File: src/mpw_pkg.sv
// Constants and types of the memory paging window mapper.
// Assumes a single bus clock domain; no software-visible registers of its own.
// Operation
// - Local addresses 0x8000 to 0xBFFF show the 16 KB flash page chosen by the program page index.
// - Local addresses 0x1000 to 0x1FFF show the 4 KB RAM page chosen by the RAM page index.
// - Local addresses 0x0800 to 0x0BFF show the 1 KB EEPROM page chosen by the EEPROM page index.
// - Global addresses are 23 bits wide and span 0x000000 to 0x7fffff, one place per resource.
// - A global access uses the global page index and bypasses the local windows entirely.
// - Pages that also sit at fixed local addresses stay reachable through the windows.
// - A new program page index takes effect on the very next window access.
package mpw_pkg;
   localparam int LOCAL_W = 16;
   localparam int GLOBAL_W = 23;
   localparam int PAGE_W = 8;
   localparam int GLOB_PG_W = 7;
   localparam int FLASH_OFS_W = 14;
   localparam int RAM_OFS_W = 12;
   localparam int EEE_OFS_W = 10;
   localparam logic [LOCAL_W-1:0] FLASH_LO = 16'h8000;
   localparam logic [LOCAL_W-1:0] FLASH_HI = 16'hbfff;
   localparam logic [LOCAL_W-1:0] RAM_LO = 16'h1000;
   localparam logic [LOCAL_W-1:0] RAM_HI = 16'h1fff;
   localparam logic [LOCAL_W-1:0] EEE_LO = 16'h0800;
   localparam logic [LOCAL_W-1:0] EEE_HI = 16'h0bff;
   // Global bases of each resource class; the page index fills the bits above the offset.
   localparam logic [GLOBAL_W-1:0] FLASH_BASE = 23'h400000;
   localparam logic [GLOBAL_W-1:0] RAM_BASE = 23'h000000;
   localparam logic [GLOBAL_W-1:0] EEE_BASE = 23'h100000;
   localparam logic [PAGE_W-1:0] PROG_PG_RST = 8'hfe;
   localparam logic [PAGE_W-1:0] RAM_PG_RST = 8'hfd;
   localparam logic [PAGE_W-1:0] EEE_PG_RST = 8'hfe;
   localparam logic [GLOB_PG_W-1:0] GLOB_PG_RST = 7'h00;
   typedef enum logic [3:0]
   {
      MPW_WIN_NONE  = 4'b0001,
      MPW_WIN_EEE   = 4'b0010,
      MPW_WIN_RAM   = 4'b0100,
      MPW_WIN_FLASH = 4'b1000
   } mpw_win_t;
endpackage

File: src/mpw_if.sv
// Interface carrying the page indices from the mapper top to its translator.
// Assumes both ends sit on the same clock.
`timescale 1ns/10ps
interface mpw_if;
   import mpw_pkg::*;
   logic [PAGE_W-1:0] program_page_index;
   logic [PAGE_W-1:0] ram_page_index;
   logic [PAGE_W-1:0] eee_page_index;
   logic [GLOB_PG_W-1:0] global_page_index;
   modport src (output program_page_index, ram_page_index, eee_page_index, global_page_index);
   modport dst (input program_page_index, ram_page_index, eee_page_index, global_page_index);
endinterface

File: src/mpw_top.sv
// Memory paging window mapper: page index registers and registered translation.
// Assumes the core writes page indices through dedicated load strobes.
`timescale 1ns/10ps
module mpw_top
(
   input wire logic clk_i,                               // Bus clock
   input wire logic rst_n_i,                             // Async reset, active low
   input wire logic prog_pg_we_i,                        // Load program page index
   input wire logic ram_pg_we_i,                         // Load RAM page index
   input wire logic eee_pg_we_i,                         // Load EEPROM page index
   input wire logic glob_pg_we_i,                        // Load global page index
   input wire logic [mpw_pkg::PAGE_W-1:0] page_wdata_i,  // Page value
   input wire logic req_i,                               // Access request
   input wire logic global_i,                            // Access is global
   input wire logic [mpw_pkg::LOCAL_W-1:0] addr_i,       // Local address
   output logic gvalid_o,                                // Translated access valid
   output logic [mpw_pkg::GLOBAL_W-1:0] gaddr_o,         // Global address
   output logic [3:0] win_o,                             // One-hot window used
   output logic [mpw_pkg::PAGE_W-1:0] program_page_index_o, // Program page index
   output logic [mpw_pkg::PAGE_W-1:0] ram_page_index_o,  // RAM page index
   output logic [mpw_pkg::PAGE_W-1:0] eee_page_index_o,  // EEPROM page index
   output logic [mpw_pkg::GLOB_PG_W-1:0] global_page_index_o // Global page index
);
   import mpw_pkg::*;

   logic [PAGE_W-1:0] prog_pg_r;
   logic [PAGE_W-1:0] ram_pg_r;
   logic [PAGE_W-1:0] eee_pg_r;
   logic [GLOB_PG_W-1:0] glob_pg_r;
   logic [PAGE_W-1:0] prog_pg_nxt;
   logic [GLOBAL_W-1:0] gaddr_nxt;
   logic hit_nxt;
   mpw_win_t win_nxt;
   mpw_if pg ();

   // A page load in the same cycle as a flash access is seen by that access.
   assign prog_pg_nxt = prog_pg_we_i ? page_wdata_i : prog_pg_r;
   assign pg.program_page_index = prog_pg_nxt;
   assign pg.ram_page_index = ram_pg_we_i ? page_wdata_i : ram_pg_r;
   assign pg.eee_page_index = eee_pg_we_i ? page_wdata_i : eee_pg_r;
   assign pg.global_page_index = glob_pg_we_i ? page_wdata_i[GLOB_PG_W-1:0] : glob_pg_r;

   always_ff @(posedge clk_i or negedge rst_n_i)
   begin
      if (!rst_n_i)
      begin
         prog_pg_r <= PROG_PG_RST;
         ram_pg_r <= RAM_PG_RST;
         eee_pg_r <= EEE_PG_RST;
         glob_pg_r <= GLOB_PG_RST;
      end
      else
      begin
         prog_pg_r <= prog_pg_nxt;
         if (ram_pg_we_i)
            ram_pg_r <= page_wdata_i;
         if (eee_pg_we_i)
            eee_pg_r <= page_wdata_i;
         if (glob_pg_we_i)
            glob_pg_r <= page_wdata_i[GLOB_PG_W-1:0];
      end
   end

   mpw_xlate u_xlate
   (
      .pg(pg),
      .addr_i(addr_i),
      .global_i(global_i),
      .gaddr_o(gaddr_nxt),
      .hit_o(hit_nxt),
      .win_o(win_nxt)
   );

   always_ff @(posedge clk_i or negedge rst_n_i)
   begin
      if (!rst_n_i)
      begin
         gvalid_o <= 1'b0;
         gaddr_o <= '0;
         win_o <= MPW_WIN_NONE;
      end
      else
      begin
         gvalid_o <= req_i & hit_nxt;
         if (req_i)
         begin
            gaddr_o <= gaddr_nxt;
            win_o <= win_nxt;
         end
      end
   end

   always_ff @(posedge clk_i or negedge rst_n_i)
   begin
      if (!rst_n_i)
      begin
         program_page_index_o <= PROG_PG_RST;
         ram_page_index_o <= RAM_PG_RST;
         eee_page_index_o <= EEE_PG_RST;
         global_page_index_o <= GLOB_PG_RST;
      end
      else
      begin
         program_page_index_o <= prog_pg_nxt;
         ram_page_index_o <= pg.ram_page_index;
         eee_page_index_o <= pg.eee_page_index;
         global_page_index_o <= pg.global_page_index;
      end
   end
endmodule

File: src/mpw_xlate.sv
// Combinational translation of a local or global access into a global address.
// Assumes page indices come from registers on the same clock, or from the load data when a load strobe is set.
`timescale 1ns/10ps
module mpw_xlate
   import mpw_pkg::*;
(
   mpw_if.dst pg,                              // Page indices
   input wire logic [LOCAL_W-1:0] addr_i,      // Local address
   input wire logic global_i,                  // Global access
   output logic [GLOBAL_W-1:0] gaddr_o,        // Global address
   output logic hit_o,                         // Access maps somewhere
   output mpw_win_t win_o                      // Window used
);
   logic [GLOBAL_W-1:0] fl_a;
   logic [GLOBAL_W-1:0] rm_a;
   logic [GLOBAL_W-1:0] ee_a;

   // Every page index bit lands below its base, so the whole index reaches the global address.
   assign fl_a = FLASH_BASE | GLOBAL_W'({pg.program_page_index, addr_i[FLASH_OFS_W-1:0]});
   assign rm_a = RAM_BASE | GLOBAL_W'({pg.ram_page_index, addr_i[RAM_OFS_W-1:0]});
   assign ee_a = EEE_BASE | GLOBAL_W'({pg.eee_page_index, addr_i[EEE_OFS_W-1:0]});

   always_comb
   begin
      gaddr_o = '0;
      hit_o = 1'b0;
      win_o = MPW_WIN_NONE;
      if (global_i)
      begin
         gaddr_o = {pg.global_page_index, addr_i};
         hit_o = 1'b1;
      end
      else if (addr_i >= FLASH_LO && addr_i <= FLASH_HI)
      begin
         gaddr_o = fl_a;
         hit_o = 1'b1;
         win_o = MPW_WIN_FLASH;
      end
      else if (addr_i >= RAM_LO && addr_i <= RAM_HI)
      begin
         gaddr_o = rm_a;
         hit_o = 1'b1;
         win_o = MPW_WIN_RAM;
      end
      else if (addr_i >= EEE_LO && addr_i <= EEE_HI)
      begin
         gaddr_o = ee_a;
         hit_o = 1'b1;
         win_o = MPW_WIN_EEE;
      end
   end
endmodule

File: config.mk
export PLATFORM = sky130hd
export DESIGN_NAME = mpw_top
export DESIGN_NICKNAME = d
export VERILOG_FILES = /design/src/mpw_pkg.sv /design/src/mpw_if.sv /design/src/mpw_top.sv /design/src/mpw_xlate.sv
export SDC_FILE = /design/constraint.sdc
export NUM_CORES = 1
export LEC_CHECK = 0
export ABC_AREA = 1
export BUFFER_PORTS_ARGS = -buffer_cell sky130_fd_sc_hd__clkbuf_2
export CELL_PAD_IN_SITES_DETAIL_PLACEMENT = 1
export CELL_PAD_IN_SITES_GLOBAL_PLACEMENT = 1
export CORE_MARGIN = 2
export CORE_UTILIZATION = 35
export CTS_CLUSTER_DIAMETER = 30
export DETAILED_ROUTE_END_ITERATION = 10
export PLACE_DENSITY_LB_ADDON = 0.1
export SKIP_LAST_GASP = 1
export SYNTH_ARGS = -nofsm -noshare
export SYNTH_HDL_FRONTEND = slang
export SYNTH_HIERARCHICAL = 1
export SYNTH_SLANG_ARGS = --single-unit
File: constraint.sdc
create_clock -name clk_i -period 1.4 [get_ports clk_i]
set_clock_uncertainty 0.15 [all_clocks]
set_input_delay 0.28 -clock clk_i [delete_from_list [all_inputs] [get_ports clk_i]]
set_output_delay 0.28 -clock clk_i [all_outputs]
set_load 0.03 [all_outputs]
==> flow_summary_export.csv, run 1 <==
group,metric,value,unit
global_route,grt_use_total,21.1,%
sta,maxSlewHeadroom,68.3,%
drt,dr_total_vias,2692,
synth,netlist_area,2880,sq um
final_layout,final_net_count,523,
floorplan,coreArea,8090,sq um
global_route,grt_pass1_wl,14300,um
power,finalPower,0.00490,W
clocking,cts_buffer_depth,2,
power,vdd_drop_max,0.000446,V
drt,drc,0,
global_route,grt_pass1_vias,2823,
global_route,overflow,0,
critical_path,arrival,1.03,ns
sta,fmax,685,MHz
drt,vias_per_cell,4.48,
sta,tns,-1.07,ns
floorplan,start_util,35.5,%
critical_path,endpoint_kind,"primary output",
power,leakage,2.35,nW
drt,drt-total-wl,8790,um
global_route,antenna_found_initial,0,
final_layout,antenna_cells,0,
sta,min_period,1.46,ns
critical_path,critPathTopFamily,"flip-flops",
sta,setup_violations,22,
final_layout,mostFrequentLayoutCells,"200 x nand2_1, 64 x clkbuf_2, 39 x buf_4",
final_layout,syn_to_final_growth,44.8,%
critical_path,worst-path-stages,1,
status,violations,"setup timing",
drt,antenna_left,0,
final_layout,final_util,51.5,%
placement,port_buffers,90,
synth,synth_cells,362,
critical_path,cp_slowest_stage_delay,0.56,ns
placement,dp_hpwl,6340,um
synth,yosysUniqueCellTypes,20,
floorplan,die-height,94.6,um
synth,syn_area_per_cell,7.94,sq um
synth,ys_seq_area_share,52.3,%
critical_path,crit_path_top_delay_cell,"dfstp_2",
sta,fin_crit_sh,104,%
sta,finalMaxSlewViolations,0,
critical_path,required,0.97,ns
drt,wl_per_cell,14.6,um
sta,setup_ws,-0.0607,ns
worst_hold_path,hold_path_class,"primary input to flop",
critical_path,crit_chain,"buf_8",
final_layout,final_common_cell,"nand2_1",
floorplan,die-area,8960,sq um
critical_path,worstSetupPathType,"flop to primary output",
floorplan,io_pins,91,
floorplan,die_x,94.6,um
clocking,clk_latency,0.34,ns
clocking,cts_sinks,59,
placement,place_congestion,0.788,
sta,rsz0062_at_grt,"yes",
status,outcome,"complete, but fails checks",
power,p_per_area,1180,nW/um^2
flow_run,max-cap-violations,0,
synth,synth.net_count,394,
drt,drt_iter0_markers,79,
global_route,grt_max_degree,60,
clocking,cts-root-buf,"clkbuf_8",
critical_path,crit_buf_inv,1,
drt,firstDrtPassIters,4,
final_layout,drive_gt1_share,42.7,%
sta,finalHoldViolCount,0,
sta,worstMarginPinSlew,0.475,ns
synth,ys_ff_latch,59,
critical_path,startpoint_type,"flop",
clocking,cts_buffers,9,
clocking,clkTransAtPathRegs,0.07,ns
clocking,cts_tree,"yes",
clocking,htreeDepth,3,
worst_hold_path,holdPathStages,3,
critical_path,reg2regPathDepth,10,
floorplan,row_count,33,
synth,yosys_warnings,6,
placement,pre_cts_slack,-0.0883,ns
critical_path,critical_path_peak_fanout,2,
==> flip-flops by register name (all words and copies together), names as in the netlist <==
register and count:
win_o 4, program_page_index_o 8, ram_pg_r 8, global_page_index_o 7
gvalid_o 1, gaddr_o 23, eee_pg_r 8
==> cell families (layout without fill, tap and decap cells) <==
logic type | Yosys count | count (layout) | synth area share [%]
flip-flops | 59 | 59 | 52.3
buffers and inverters | 44 | 178 | 8.05
AND/OR/NAND/NOR | 252 | 252 | 38.3
AO/OA/AOI/OAI | 7 | 7 | 1.35
==> synthesized netlist by cell type, drive strengths merged <==
master	count	area share [%]
o21ai	5	0.87
a21oi	1	0.17
nor2	20	6.4
nand3	10	2.1
inv	31	4.0
buf	13	4.0
nand2	216	29
nand4	6	1.3
a22o	1	0.30
dfstp	22	20
dfrtp	37	32
==> power by group <==
group	switching [W]	internal, W	leakage (nW)
logic	0.000758	0.000464	1.54
registers	0.000113	0.00190	0.701
clock network	0.000704	0.000961	0.108
total	0.00157	0.00333	2.35
==> per-layer routing <==
metal	share of wire, %	track usage, %	up-vias	wire length (um)
met3	4.1	5.19	8	359
met1	47	28.8	1280	4150
li1	-	-	1345	-
met5	0	0	-	0
met2	47	33.2	59	4160
met4	1.4	6.52	0	121
==> area by class of cell <==
cell class	instances	area (sq um)
clock buffers	12	165
fillers	1032	3930
clock inverters	4	47.5
inverters	31	116
repair buffers	131	1010
well taps	105	131
multi-input cells	259	1190
flip-flops and latches	59	1500
==> path summary, 6_finish.rpt <==
check                                          end  slack [ns]               startpoint
max                        program_page_index_o[2]       -0.06  program_page_index_o[2]
min                        program_page_index_o[3]        0.06          page_wdata_i[3]
max reg2reg                            gaddr_o[17]        0.01              ram_pg_r[5]
min reg2reg                            gaddr_o[18]        0.32              gaddr_o[18]
max in group asynchronous              ram_pg_r[0]        0.44                  rst_n_i
min in group asynchronous              gaddr_o[21]        0.34                  rst_n_i
==> per-stage QoR <==
stage	cell area [sq um]	cells	hold slack, ns
2_1_floorplan	2880	362	-0.166
3_3_place_gp	3620	578	0.171
3_5_place_dp	3620	578	0.174
4_1_cts	4040	595	0.0440
5_1_grt	4160	601	0.0700
6_report	4160	601	0.0627
==> what timing repair did <==
item / 4_1_cts / 5_1_grt
endpoints found under the hold margin: 37 / 0
gates resized for setup: 45 / 43
setup buffers: 0 / 6
pin swaps: 0 / 18
setup endpoints to repair: 23 / 30
hold buffers: 1 / 0
Power figures use the tool's default switching activity.
==> run 2: changes to the inputs <==
--- a/config.mk
+++ b/config.mk
@@ -14,6 +14,7 @@
 export CTS_CLUSTER_DIAMETER = 30
 export DETAILED_ROUTE_END_ITERATION = 10
 export PLACE_DENSITY_LB_ADDON = 0.1
+export RECOVER_POWER = 25
 export SKIP_LAST_GASP = 1
 export SYNTH_ARGS = -nofsm -noshare
 export SYNTH_HDL_FRONTEND = slang
==> flow_summary_export.csv, run 2 (synthesis results as in run 1) <==
group,metric,value,unit
status,outcome,"complete, but fails checks",
status,violations,"setup timing",
critical_path,crit_path_top_delay_cell,"dfstp_2",
final_layout,antenna_cells,0,
critical_path,crit_buf_inv,1,
flow_run,max-cap-violations,0,
critical_path,startpoint_type,"flop",
critical_path,endpoint_kind,"primary output",
clocking,cts-root-buf,"clkbuf_8",
global_route,antenna_found_initial,0,
power,leakage,2.35,nW
floorplan,start_util,35.5,%
critical_path,cp_slowest_stage_delay,0.57,ns
drt,drt_iter0_markers,81,
drt,drc,0,
critical_path,critical_path_peak_fanout,2,
clocking,clkTransAtPathRegs,0.07,ns
final_layout,syn_to_final_growth,44.4,%
sta,min_period,1.47,ns
global_route,grt_pass1_wl,14300,um
sta,worstMarginPinSlew,0.555,ns
sta,rsz0062_at_grt,"yes",
critical_path,worstSetupPathType,"flop to primary output",
clocking,htreeDepth,3,
clocking,cts_tree,"yes",
final_layout,largest_reg_flops,23,
drt,wl_per_cell,14.6,um
global_route,overflow,0,
critical_path,crit_chain,"buf_8",
drt,firstDrtPassIters,4,
drt,wl_met1,4150,um
sta,fmax,682,MHz
final_layout,regMostFlops,"gaddr_o",
final_layout,final_net_count,523,
placement,dp_hpwl,6340,um
sta,timing.hold.ws,0.0632,ns
drt,antenna_left,0,
sta,setup_ws,-0.0657,ns
final_layout,ff_latch_area,1500,sq um
placement,place_congestion,0.788,
floorplan,coreArea,8090,sq um
global_route,grt_pass1_vias,2823,
power,finalPower,0.00490,W
global_route,grt_use_total,21.1,%
clocking,cts_sinks,59,
final_layout,drive_gt1_share,42.3,%
drt,vias_per_cell,4.49,
final_layout,fillCellCount,1031,
power,vdd_drop_max,0.000446,V
final_layout,multiInputGateArea,1190,sq um
floorplan,die-area,8960,sq um
drt,wl_met3,359,um
power,p_per_area,1180,nW/um^2
critical_path,critPathTopFamily,"flip-flops",
critical_path,rrSetupSlack,0,ns
drt,met2_length,4160,um
critical_path,required,0.97,ns
worst_hold_path,hold_path_class,"primary input to flop",
global_route,grt_max_degree,60,
sta,setup_violations,22,
critical_path,arrival,1.04,ns
clocking,clk_latency,0.34,ns
drt,dr_total_vias,2698,
clocking,cts_buffer_depth,2,
sta,fin_crit_sh,105,%
drt,top_layer_used,"met4",
sta,finalMaxSlewViolations,0,
drt,drt-total-wl,8780,um
floorplan,die-height,94.6,um
floorplan,row_count,33,
clocking,cts_buffers,9,
placement,port_buffers,90,
sta,finalHoldViolCount,0,
floorplan,die_x,94.6,um
final_layout,mostFrequentLayoutCells,"201 x nand2_1, 64 x clkbuf_2, 39 x buf_4",
final_layout,final_common_cell,"nand2_1",
sta,maxSlewHeadroom,63.0,%
floorplan,io_pins,91,
[run 2: cell count changes in the layout (fill, tap and decap cells not counted)]
cell / before / now
buf_12: 2 / 1
dfstp_2: 22 / 21
dfstp_1: 0 / 1
buf_6: 0 / 1
nand2_2: 15 / 14
nand2_1: 200 / 201
[run 2: cell type report]
class / count / area share (%)
clock inverter: 4 / 1.14
tap: 105 / 3.16
timing repair buffer: 131 / 24.1
inverter: 31 / 2.80
clock buffer: 12 / 3.98
sequential: 59 / 36.2
multi-input combinational: 259 / 28.6
[run 2: routing by layer]
layer  vias up  track usage, %
met5         -               0
met4         0            6.52
met3         8            5.19
met2        59            33.2
met1      1285            28.8
li1       1346               -
[run 2: report_power, final]
part | internal, W | switching, W | leakage, nW
combinational | 0.000461 | 0.000757 | 1.54
sequential | 0.00190 | 0.000113 | 0.700
clock | 0.000961 | 0.000704 | 0.108
[run 2: timing repair]
action	in CTS	in global routing
endpoints found under the setup margin	23	30
resized for setup	45	43
endpoints found under the hold margin	37	0
gates cloned	0	0
setup buffers	0	6
pin swaps	0	18
hold buffers	1	0
[run 2: path summary, 6_finish.rpt]
path,cells past startpoint,startpoint,end
max,1,program_page_index_o[2],program_page_index_o[2]
min,3,page_wdata_i[3],program_page_index_o[3]
max reg2reg,8,eee_pg_r[6],gaddr_o[16]
min reg2reg,2,gaddr_o[18],gaddr_o[18]
max in group asynchronous,3,rst_n_i,ram_pg_r[0]
min in group asynchronous,3,rst_n_i,gaddr_o[21]
[run 2: stage by stage]
step	instances	setup slack, ns	setup TNS [ns]	utilization, %	instance area, sq um
2_1_floorplan	362	0.0728	0	-	2880
3_5_place_dp	578	-0.0883	-0.693	44.8	3620
5_1_grt	601	-0.0957	-2.12	51.3	4150
6_report	601	-0.0657	-1.09	51.3	4150
3_3_place_gp	578	-0.0486	-0.226	44.8	3620
4_1_cts	595	-0.0995	-1.80	49.9	4040
==> run 3: changes to the inputs <==
--- a/config.mk
+++ b/config.mk
@@ -15,6 +15,7 @@
 export DETAILED_ROUTE_END_ITERATION = 10
 export PLACE_DENSITY_LB_ADDON = 0.1
 export RECOVER_POWER = 25
+export REMOVE_ABC_BUFFERS = 1
 export SKIP_LAST_GASP = 1
 export SYNTH_ARGS = -nofsm -noshare
 export SYNTH_HDL_FRONTEND = slang
==> flow_summary_export.csv, run 3 (synthesis results as in run 1) <==
group,metric,value,unit
final_layout,regMostFlops,"gaddr_o",
floorplan,io_pins,91,
critical_path,arrival,1.04,ns
clocking,htreeDepth,3,
drt,firstDrtPassIters,4,
sta,worstMarginPinSlew,0.557,ns
clocking,cts-root-buf,"clkbuf_8",
flow_run,max-cap-violations,0,
floorplan,die-height,94.6,um
global_route,grt_max_degree,60,
final_layout,final_net_count,529,
clocking,cts_buffers,9,
floorplan,row_count,33,
placement,port_buffers,90,
final_layout,antenna_cells,0,
sta,min_period,1.47,ns
sta,tns,-1.24,ns
critical_path,worstSetupPathType,"flop to primary output",
critical_path,cp_slowest_stage_delay,0.57,ns
sta,finalMaxSlewViolations,0,
power,p_per_area,1200,nW/um^2
final_layout,ff_latch_area,1500,sq um
sta,fmax,681,MHz
final_layout,layout.cells.non_filler,607,
placement,dpl.cell_count,577,
critical_path,crit_chain,"buf_8",
global_route,antenna_found_initial,0,
final_layout,mostFrequentLayoutCells,"206 x nand2_1, 65 x clkbuf_2, 45 x buf_4",
sta,finalHoldViolCount,0,
global_route,grt_pass1_vias,2888,
floorplan,coreArea,8090,sq um
global_route,grt_use_total,20.9,%
worst_hold_path,hold_path_class,"primary input to flop",
drt,wl_per_cell,14.4,um
clocking,cts_tree,"yes",
sta,fin_crit_sh,105,%
sta,maxSlewHeadroom,62.8,%
status,violations,"setup timing",
critical_path,endpoint_kind,"primary output",
critical_path,required,0.97,ns
sta,timing.hold.ws,0.0422,ns
placement,dp_hpwl,6240,um
clocking,clkTransAtPathRegs,0.07,ns
floorplan,start_util,35.5,%
power,leakage,2.37,nW
critical_path,critical_path_peak_fanout,2,
drt,drt-total-wl,8740,um
drt,dr_total_vias,2751,
clocking,clk_latency,0.34,ns
critical_path,critPathTopFamily,"flip-flops",
drt,drc,0,
global_route,overflow,0,
floorplan,die-area,8960,sq um
drt,antenna_left,0,
sta,setup_ws,-0.0679,ns
final_layout,drive_gt1_share,41.4,%
power,finalPower,0.00499,W
drt,vias_per_cell,4.53,
final_layout,largest_reg_flops,23,
critical_path,startpoint_type,"flop",
critical_path,crit_buf_inv,1,
drt,drt_iter0_markers,63,
clocking,cts_sinks,59,
floorplan,die_x,94.6,um
status,outcome,"complete, but fails checks",
critical_path,crit_path_top_delay_cell,"dfstp_2",
placement,place_congestion,0.822,
final_layout,final_common_cell,"nand2_1",
power,vdd_drop_max,0.000708,V
final_layout,syn_to_final_growth,44.9,%
sta,setup_violations,23,
clocking,cts_buffer_depth,2,
final_layout,fillCellCount,1045,
global_route,grt_pass1_wl,14200,um
sta,rsz0062_at_grt,"yes",
final_layout,multiInputGateArea,1170,sq um
-- run 3: changes by cell type in the layout (fill, tap and decap cells not counted), sizes merged --
cell	previous run	this run
buf	64	69
bufinv	1	2
clkbuf	78	79
clkinvlp	1	0
-- run 3: where the power goes --
| part | leakage (nW) | switching, W | internal, W |
|---|---|---|---|
| Sequential | 0.701 | 0.000112 | 0.00190 |
| Clock | 0.111 | 0.000706 | 0.00105 |
| Combinational | 1.56 | 0.000753 | 0.000460 |
-- run 3: worst paths after layout --
| kind | endpoint | cells past startpoint | slack [ns] | startpoint |
|---|---|---|---|---|
| hold / removal | program_page_index_o[6] | 3 | 0.04 | page_wdata_i[6] |
| setup / recovery | eee_page_index_o[4] | 1 | -0.07 | eee_pg_r[4] |
| hold reg to reg | gaddr_o[6] | 2 | 0.32 | gaddr_o[6] |
| setup reg to reg | gaddr_o[16] | 10 | -0.02 | ram_pg_r[4] |
| min in group asynchronous | gaddr_o[21] | 3 | 0.39 | rst_n_i |
| max in group asynchronous | gaddr_o[12] | 3 | 0.29 | rst_n_i |
-- run 3: timing repair --
item	in CTS	in global routing
setup buffers	2	11
gates resized for setup	48	30
endpoints found under the hold margin	37	0
endpoints found under the setup margin	24	29
pin swaps	5	13
hold buffers	1	0
-- run 3: layout make-up --
cell class	count	area share [%]
well taps	105	3.15
clock inverters	4	1.77
multi-input cells	259	28.0
flip-flops and latches	59	36.1
inverters	31	2.79
repair buffers	137	24.7
clock buffers	12	3.48
-- run 3: through the flow --
step,setup WS [ns],instance area [sq um],utilization [%]
2_1_floorplan,-0.243,2760,-
3_3_place_gp,-0.233,3600,44.5
3_5_place_dp,-0.343,3600,44.5
4_1_cts,-0.104,4050,50.1
5_1_grt,-0.119,4170,51.5
6_report,-0.0679,4170,51.5
-- run 3: metal layers --
| layer | GRT usage (%) | routed length [um] |
|---|---|---|
| met1 | 26.1 | 3840 |
| met2 | 35.0 | 4420 |
| met3 | 4.23 | 295 |
| met4 | 8.70 | 180 |
| met5 | 0 | 0 |
